==> config.mk <==
export PLATFORM = sky130hd
export DESIGN_NAME = serial_eeprom
export DESIGN_NICKNAME = d
export VERILOG_FILES = /design/src/serial_eeprom.v
export VERILOG_INCLUDE_DIRS = /design/src /design/src/src
export SDC_FILE = /design/constraint.sdc
export NUM_CORES = 2
export LEC_CHECK = 0
export ABC_AREA = 1
export BUFFER_PORTS_ARGS = -buffer_cell sky130_fd_sc_hd__buf_2
export CORE_ASPECT_RATIO = 0.5
export CORE_MARGIN = 2
export CORE_UTILIZATION = 50
export DETAILED_ROUTE_END_ITERATION = 6
export GPL_TIMING_DRIVEN = 0
export PLACE_DENSITY = 0.7
export RECOVER_POWER = 50
export REMOVE_ABC_BUFFERS = 1
export SLEW_MARGIN = 20
export SYNTH_ARGS = -nofsm -noshare
export SYNTH_HDL_FRONTEND = slang
export SYNTH_SLANG_ARGS = --single-unit
==> constraint.sdc <==
create_clock -name core_clk -period 2.6 [get_ports core_clk]
set_input_delay 0.13 -clock core_clk [delete_from_list [all_inputs] [get_ports core_clk]]
set_output_delay 0.13 -clock core_clk [all_outputs]
set_load 0.01 [all_outputs]
==> src/eeprom_defs.vh <==
// Constants for the 1 Kbit serial memory command port.
// Assumes one core clock at 40 MHz; host lines arrive already synchronous to it.
`ifndef EEPROM_DEFS_VH
`define EEPROM_DEFS_VH

`define OP_READ        4'h8
`define OP_PROG_LOW    3'h4
`define OP_UNLOCK      4'h3
`define OP_LOCK        4'h0
`define OP_CLEAR       4'h2
`define OP_FILL        4'h1
`define OPC_LAST       3'h3
`define ADDR_LAST_WORD 5'h05
`define ADDR_LAST_BYTE 5'h06
`define DATA_LAST_WORD 5'h0F
`define DATA_LAST_BYTE 5'h07
`define ERASED_WORD    16'hFFFF

`define JOB_PROG       2'h0
`define JOB_CLEAR      2'h1
`define JOB_FILL       2'h2
`define JOB_W          26
`define JOB_KIND_HI    25
`define JOB_KIND_LO    24
`define JOB_BYTE       23
`define JOB_ADDR_HI    22
`define JOB_ADDR_LO    16
`define JOB_DATA_HI    15
`define JOB_DATA_LO    0
`define FIFO_DEPTH     16

`define T_EW_US        10000
`define CORE_CLK_KHZ   40000
`define EW_CYCLES      (`T_EW_US * `CORE_CLK_KHZ / 1000)

`endif

==> src/serial_eeprom.v <==
// Serial command port of a 1 Kbit nonvolatile memory with self-timed programming.
// Assumes cs, sclk, serial_in and the strap are synchronous to core_clk and that
// sclk high and low phases each last at least two core clocks.
`timescale 1ns/10ps
`include "eeprom_defs.vh"

module job_fifo #(
  parameter WIDTH = 26,
  parameter DEPTH = 16,
  parameter AW    = 4
) (
  input  wire             core_clk,
  input  wire             rst,
  input  wire [WIDTH-1:0] in_data,
  input  wire             in_valid,
  output wire             in_ready,
  output wire [WIDTH-1:0] out_data,
  output wire             out_valid,
  input  wire             out_ready
);
  reg [WIDTH-1:0] slot_r [0:DEPTH-1];
  reg [AW-1:0]    wr_ptr_r;
  reg [AW-1:0]    rd_ptr_r;
  reg [AW:0]      count_r;
  wire            do_push;
  wire            do_pop;

  assign in_ready  = (count_r != DEPTH[AW:0]);
  assign out_valid = (count_r != {(AW+1){1'b0}});
  assign out_data  = slot_r[rd_ptr_r];
  assign do_push   = in_valid & in_ready;
  assign do_pop    = out_valid & out_ready;

  always @(posedge core_clk) begin
    if (do_push) begin
      slot_r[wr_ptr_r] <= in_data;
    end
  end

  always @(posedge core_clk) begin
    if (rst) begin
      wr_ptr_r <= {AW{1'b0}};
      rd_ptr_r <= {AW{1'b0}};
      count_r  <= {(AW+1){1'b0}};
    end else begin
      if (do_push) begin
        wr_ptr_r <= wr_ptr_r + 1'b1;
      end
      if (do_pop) begin
        rd_ptr_r <= rd_ptr_r + 1'b1;
      end
      if (do_push && !do_pop) begin
        count_r <= count_r + 1'b1;
      end else if (do_pop && !do_push) begin
        count_r <= count_r - 1'b1;
      end
    end
  end
endmodule // job_fifo

module serial_eeprom #(
  parameter [19:0] EW_CYCLES = `EW_CYCLES
) (
  input  wire core_clk,
  input  wire rst,
  input  wire cs,
  input  wire sclk,
  input  wire serial_in,
  input  wire word_width_strap,
  output reg  serial_out,
  output reg  serial_out_oe,
  output reg  ready_busy,
  output reg  write_enabled
);
  localparam [2:0] S_IDLE = 3'h0;
  localparam [2:0] S_OPC  = 3'h1;
  localparam [2:0] S_ADDR = 3'h2;
  localparam [2:0] S_DATA = 3'h3;
  localparam [2:0] S_READ = 3'h4;
  localparam [2:0] S_DONE = 3'h5;

  reg  [1023:0]        mem_r;
  wire [1023:0]        mem_nxt;
  reg                  sclk_q_r;
  reg  [2:0]           st_r;
  reg  [4:0]           cnt_r;
  reg                  byte_mode_r;
  reg  [3:0]           op_r;
  reg  [5:0]           addr_r;
  reg  [14:0]          data_r;
  reg  [6:0]           job_addr_r;
  reg  [15:0]          rsh_r;
  reg                  push_r;
  reg  [`JOB_W-1:0]    job_r;
  reg                  eng_busy_r;
  reg  [19:0]          eng_cnt_r;
  reg  [`JOB_W-1:0]    eng_job_r;
  wire                 rise;
  wire [6:0]           addr_fin;
  wire [15:0]          data_fin;
  wire                 addr_zero;
  wire [4:0]           addr_last;
  wire [4:0]           data_last;
  wire [15:0]          rd_word;
  wire [15:0]          rd_load;
  wire                 fifo_in_ready;
  wire [`JOB_W-1:0]    fifo_out_data;
  wire                 fifo_out_valid;
  wire                 eng_take;
  wire                 eng_apply;
  wire [1:0]           eng_kind;
  wire                 eng_byte;
  wire [6:0]           eng_addr;
  wire [15:0]          eng_data;
  wire [15:0]          fill_word;

  assign rise      = sclk & ~sclk_q_r;
  assign addr_last = byte_mode_r ? `ADDR_LAST_BYTE : `ADDR_LAST_WORD;
  assign data_last = byte_mode_r ? `DATA_LAST_BYTE : `DATA_LAST_WORD;
  assign addr_fin  = byte_mode_r ? {addr_r[5:0], serial_in} : {1'b0, addr_r[4:0], serial_in};
  assign data_fin  = byte_mode_r ? {8'h00, data_r[6:0], serial_in} : {data_r[14:0], serial_in};
  assign addr_zero = (addr_fin == 7'h00);
  assign rd_word   = byte_mode_r ? mem_r[addr_fin[6:1]*16 +: 16] : mem_r[addr_fin[5:0]*16 +: 16];
  // Byte reads are left-aligned so the shifter always emits from bit 15
  assign rd_load   = !byte_mode_r ? rd_word :
                     addr_fin[0] ? {rd_word[15:8], 8'h00} : {rd_word[7:0], 8'h00};

  always @(posedge core_clk) begin
    if (rst) begin
      sclk_q_r      <= 1'b0;
      st_r          <= S_IDLE;
      cnt_r         <= 5'h00;
      byte_mode_r   <= 1'b0;
      op_r          <= 4'h0;
      addr_r        <= 6'h00;
      data_r        <= 15'h0000;
      job_addr_r    <= 7'h00;
      rsh_r         <= 16'h0000;
      push_r        <= 1'b0;
      job_r         <= {`JOB_W{1'b0}};
      serial_out    <= 1'b0;
      serial_out_oe <= 1'b0;
      write_enabled <= 1'b0;
    end else begin
      sclk_q_r <= sclk;
      push_r   <= 1'b0;
      if (!cs) begin
        // Aborts only the shifter; queued or running jobs carry on
        st_r          <= S_IDLE;
        serial_out_oe <= 1'b0;
        serial_out    <= 1'b0;
      end else if (rise) begin
        case (st_r)
          S_IDLE: begin
            if (serial_in) begin
              st_r        <= S_OPC;
              cnt_r       <= 5'h00;
              addr_r      <= 6'h00;
              data_r      <= 15'h0000;
              byte_mode_r <= ~word_width_strap;
            end
          end
          S_OPC: begin
            op_r <= {op_r[2:0], serial_in};
            if (cnt_r[2:0] == `OPC_LAST) begin
              st_r  <= S_ADDR;
              cnt_r <= 5'h00;
            end else begin
              cnt_r <= cnt_r + 5'h01;
            end
          end
          S_ADDR: begin
            addr_r <= {addr_r[4:0], serial_in};
            if (cnt_r == addr_last) begin
              cnt_r      <= 5'h00;
              job_addr_r <= addr_fin;
              st_r       <= S_DONE;
              if (op_r == `OP_READ) begin
                // Reads ignore the write latch
                st_r          <= S_READ;
                serial_out_oe <= 1'b1;
                serial_out    <= 1'b0;
                rsh_r         <= rd_load;
              end else if (op_r[2:0] == `OP_PROG_LOW) begin
                st_r <= S_DATA;
              end else if (op_r == `OP_FILL && addr_zero) begin
                st_r <= S_DATA;
              end else if (op_r == `OP_UNLOCK && addr_zero) begin
                write_enabled <= 1'b1;
              end else if (op_r == `OP_LOCK && addr_zero) begin
                write_enabled <= 1'b0;
              end else if (op_r == `OP_CLEAR && addr_zero) begin
                if (write_enabled && fifo_in_ready) begin
                  push_r <= 1'b1;
                  job_r  <= {`JOB_CLEAR, byte_mode_r, 7'h00, 16'h0000};
                end
              end
            end else begin
              cnt_r <= cnt_r + 5'h01;
            end
          end
          S_DATA: begin
            data_r <= {data_r[13:0], serial_in};
            if (cnt_r == data_last) begin
              st_r <= S_DONE;
              if (write_enabled && fifo_in_ready) begin
                push_r <= 1'b1;
                job_r  <= {(op_r == `OP_FILL) ? `JOB_FILL : `JOB_PROG,
                           byte_mode_r, job_addr_r, data_fin};
              end
            end else begin
              cnt_r <= cnt_r + 5'h01;
            end
          end
          S_READ: begin
            if (cnt_r == data_last + 5'h01) begin
              serial_out_oe <= 1'b0;
              serial_out    <= 1'b0;
              st_r          <= S_DONE;
            end else begin
              serial_out <= rsh_r[15];
              rsh_r      <= {rsh_r[14:0], 1'b0};
              cnt_r      <= cnt_r + 5'h01;
            end
          end
          S_DONE: begin
            st_r <= S_DONE;
          end
          default: begin
            st_r <= S_IDLE;
          end
        endcase
      end
    end
  end

  // Jobs wait here while a cycle runs; a full queue refuses new writes
  job_fifo #(
    .WIDTH (`JOB_W),
    .DEPTH (`FIFO_DEPTH),
    .AW    (4)
  ) u_jobs (
    .core_clk  (core_clk),
    .rst       (rst),
    .in_data   (job_r),
    .in_valid  (push_r),
    .in_ready  (fifo_in_ready),
    .out_data  (fifo_out_data),
    .out_valid (fifo_out_valid),
    .out_ready (eng_take)
  );

  assign eng_take  = ~eng_busy_r;
  assign eng_apply = eng_busy_r && (eng_cnt_r == EW_CYCLES - 20'h00001);
  assign eng_kind  = eng_job_r[`JOB_KIND_HI:`JOB_KIND_LO];
  assign eng_byte  = eng_job_r[`JOB_BYTE];
  assign eng_addr  = eng_job_r[`JOB_ADDR_HI:`JOB_ADDR_LO];
  assign eng_data  = eng_job_r[`JOB_DATA_HI:`JOB_DATA_LO];
  assign fill_word = eng_byte ? {eng_data[7:0], eng_data[7:0]} : eng_data;

  // Self-timed engine runs on core_clk alone, no serial clock needed
  always @(posedge core_clk) begin
    if (rst) begin
      eng_busy_r <= 1'b0;
      eng_cnt_r  <= 20'h00000;
      eng_job_r  <= {`JOB_W{1'b0}};
      ready_busy <= 1'b1;
    end else begin
      if (!eng_busy_r) begin
        if (fifo_out_valid) begin
          eng_busy_r <= 1'b1;
          eng_cnt_r  <= 20'h00000;
          eng_job_r  <= fifo_out_data;
        end
      end else if (eng_apply) begin
        eng_busy_r <= 1'b0;
      end else begin
        eng_cnt_r <= eng_cnt_r + 20'h00001;
      end
      ready_busy <= ~(push_r | fifo_out_valid | eng_busy_r);
    end
  end

  genvar g;
  generate
    for (g = 0; g < 64; g = g + 1) begin : g_word
      localparam [5:0] IDX = g;
      wire [15:0] old  = mem_r[g*16 +: 16];
      wire        hit  = eng_byte ? (eng_addr[6:1] == IDX) : (eng_addr[5:0] == IDX);
      // Erase then store collapses to the new value
      wire [15:0] prog = !eng_byte ? eng_data :
                         eng_addr[0] ? {eng_data[7:0], old[7:0]} : {old[15:8], eng_data[7:0]};
      // Fill only clears bits, so the array must be erased first
      assign mem_nxt[g*16 +: 16] =
        !eng_apply                ? old :
        (eng_kind == `JOB_CLEAR)  ? `ERASED_WORD :
        (eng_kind == `JOB_FILL)   ? (old & fill_word) :
        hit                       ? prog : old;
    end
  endgenerate

  // Array contents are nonvolatile and deliberately not reset
  always @(posedge core_clk) begin
    mem_r <= mem_nxt;
  end
endmodule // serial_eeprom

==> out/results.txt <==
outcome - complete, but fails checks
failing checks - DRC, setup timing
Port-buffer cells - 9
Net Sw Power - 0.0114 W
Die H - 282 um
sequential area share after synthesis - 60.0%
Critical R2R Capture - rsh_r[12]
clock root cell - clkbuf_16
f_max - 319 MHz
core area - 152000 um^2
worst min path class - in -> reg
Seq cells post-synth - 1589
Slew headroom - 32.0%
wire per inst - 24.9 um
switching power share of the total - 22.2%
synth top area cells - edfxtp_1 56%, nand3_1 9.6%, nand2_1 8.0%, inv_1 6.0%, o21ai_0 5.2%
GRT overflow - 0
first-pass GRT wire length - 381000 um
Total GRT Usage - 31.9%
gpl congestion - 0.915
HP Start - word_width_strap
placed cell areas - 81700 um^2
endpoint class of the critical path - flip-flop
peak supply drop - 0.000528 V
CP Launch Point - byte_mode_r
Post-synth EDFFs - 1440
H-tree levels - 4
top cell type's share of synthesized area - 56.1%
dpl ws - -3240 ps
area leader, netlist - edfxtp_1
count leader, synth - nand2_1
clock buffer count from CTS - 147
Ys Warns - 0
maxcap violations - 0
CTS tree - built
hold-critical path depth - 3
largest net degree at the start of global routing - 85
fin cells - 10600
drt first pass iters - 7
critical path required time - 3360 ps
Mapped Area - 77100 um^2
most instantiated cells after synthesis - 1640 x nand2_1, 1483 x nand3_1, 1440 x edfxtp_1
dominant synthesized flop cell - edfxtp_1
worst endpoint data arrival time - 3890 ps
WS Path Type - reg -> reg
Lkg Pwr - 39.9 nW
area delta synth->final - 22.2%
layout cells sized above 1 - 14.0%
post-route cell area - 94200 um^2
pin slew with the least headroom to its limit - 1010 ps
NumNets Final - 8436
Worst-path clk slew - 70 ps
post-synth cell types - 50
total power - 0.0515 W
Reg2Reg Depth - 21
io pins - 10
antenna violations before repair - 7
final period utilization - 121%
crit-path max FO - 14
FF-to-FF setup slack - -540 ps
Final Hold Fails - 0
worst skew pair latency - 830 ps
initial DRC count - 10300
unrepaired setup endpoints after global routing - true
Syn Area/Cell - 9.17 um^2
Fin Clk Skew - 37.5 ps
placed cells - 10000
routed vias/inst - 6.19
die width - 559 um
Initial Util - 50.6%
Setup Viol. Count Final - 1390
Syn Inst Count - 8411
WL final - 264000 um
CTS Sinks - 1589
die area - 158000 um^2
drt drc - 8
Reg-to-Reg Start - byte_mode_r
vias in the first global route - 61000
Pint - 0.0401 W
Setup WS post-layout - -537 ps
dpl hpwl - 140000 um
Vias - 65600
FFs w/ async S/R, synth - 0%
worst hold endpoint - byte_mode_r
combinational power share - 3.7%
floorplan row count - 101
Startpoint Class - flip-flop
min cycle time layout - 3140 ps
Slew Limit Fails - 0
Routed Antenna Nets - 0
Max clock buf depth - 3
Clock Power Share - 43.1%
Pwr Density - 547 nW/um^2
Sequential Power Share - 53.2%
## what timing repair did
item	CTS	global route
endpoints found under the hold margin	94	0
pin swaps	151	87
setup buffers	155	71
endpoints found under the setup margin	2123	1249
gates resized for setup	592	171
hold buffers	9	0
cloned	65	11
## cell usage in the layout (no fill, tap or decap), drive strengths merged, types with 104 or more instances in the layout
master	count
a21oi	277
o31ai	123
mux2i	104
o21ai	808
dfxtp	149
nand2	1651
clkbuf	235
buf	396
edfxtp	1440
nor2	327
inv	1247
nand3	1483
## registers in the layout, summed over array words and instances (netlist names), 7 cells and up
name / count
eng_cnt_r: 20
job_r: 26
rsh_r: 16
u_jobs.slot_r: 416
job_addr_r: 7
data_r: 15
mem_r: 1024
eng_job_r: 26
## per-stage QoR
stage          util, %  hold WS, ps  setup TNS (ps)
2_1_floorplan        -          199               -
3_3_place_gp      50.7          327               -
3_5_place_dp      53.6          321        -2272850
4_1_cts           60.8         15.4           -5800
5_1_grt           61.8         29.0         -288110
6_report          61.8         36.2         -227550
## kinds of logic (layout without fill, tap and decap cells)
group / after synthesis / count (layout) / share of synthesized area, %
AND/OR/NAND/NOR: 3536 / 3547 / 20.0
buffers and inverters: 1859 / 1972 / 9.18
multiplexers: 104 / 104 / 1.35
other: 0 / 4 / 0
adder cells (fa/ha/maj): 17 / 17 / 0.286
flip-flops: 1589 / 1589 / 60.0
XOR/XNOR: 9 / 9 / 0.102
AO/OA/AOI/OAI: 1297 / 1297 / 9.11
## layer usage
| layer | track usage, % | wire, um |
|---|---|---|
| met5 | 0 | 26 |
| met4 | 17.2 | 17100 |
| met3 | 9.37 | 38700 |
| met2 | 48.4 | 114000 |
| met1 | 41.4 | 94100 |
## power groups by stage
stage,logic (W),registers [W],clock network [W]
global route,0.00193,0.0274,0.0231
floorplan,0.000706,0.0280,0
finish,0.00190,0.0274,0.0222
CTS,0.00177,0.0274,0.0220
global placement,0.00122,0.0280,0
detailed placement,0.00116,0.0280,0
## cell type report
class | instances | area (um^2)
multi-input cells | 4974 | 27200
repair inverters | 4 | 47.5
well taps | 2060 | 2580
flip-flops and latches | 1589 | 46300
diodes | 4 | 10.0
repair buffers | 448 | 8520
fillers | 11500 | 58200
inverters | 1249 | 4820
clock inverters | 51 | 415
clock buffers | 220 | 4360
## how the worst max path moves through the flow
stage	to	depth (start not counted)
3_3_place_gp	rsh_r[14]	11
5_1_grt	rsh_r[12]	21
2_1_floorplan	mem_r[0]	5
6_report	rsh_r[12]	21
4_1_cts	rsh_r[14]	20
3_5_place_dp	rsh_r[14]	21
## worst max-delay path: stages, from the launching register on
cell        delay (ps)
dfxtp_4            420
clkinvlp_4         160
nand2_8            110
buf_16             110
buf_16             130
nand2_8             60
buf_16             130
buf_16             120
buf_16             150
buf_16             160
buf_16             160
nand2_1            100
nand3_1            100
nand3_1            150
nand3_1            200
nand3_1            200
nand3_1            160
nand2_1             90
nand2_1             40
nand3_1             70
nand2_1             80
a21oi_2            150
Power figures use the tool's default switching activity.
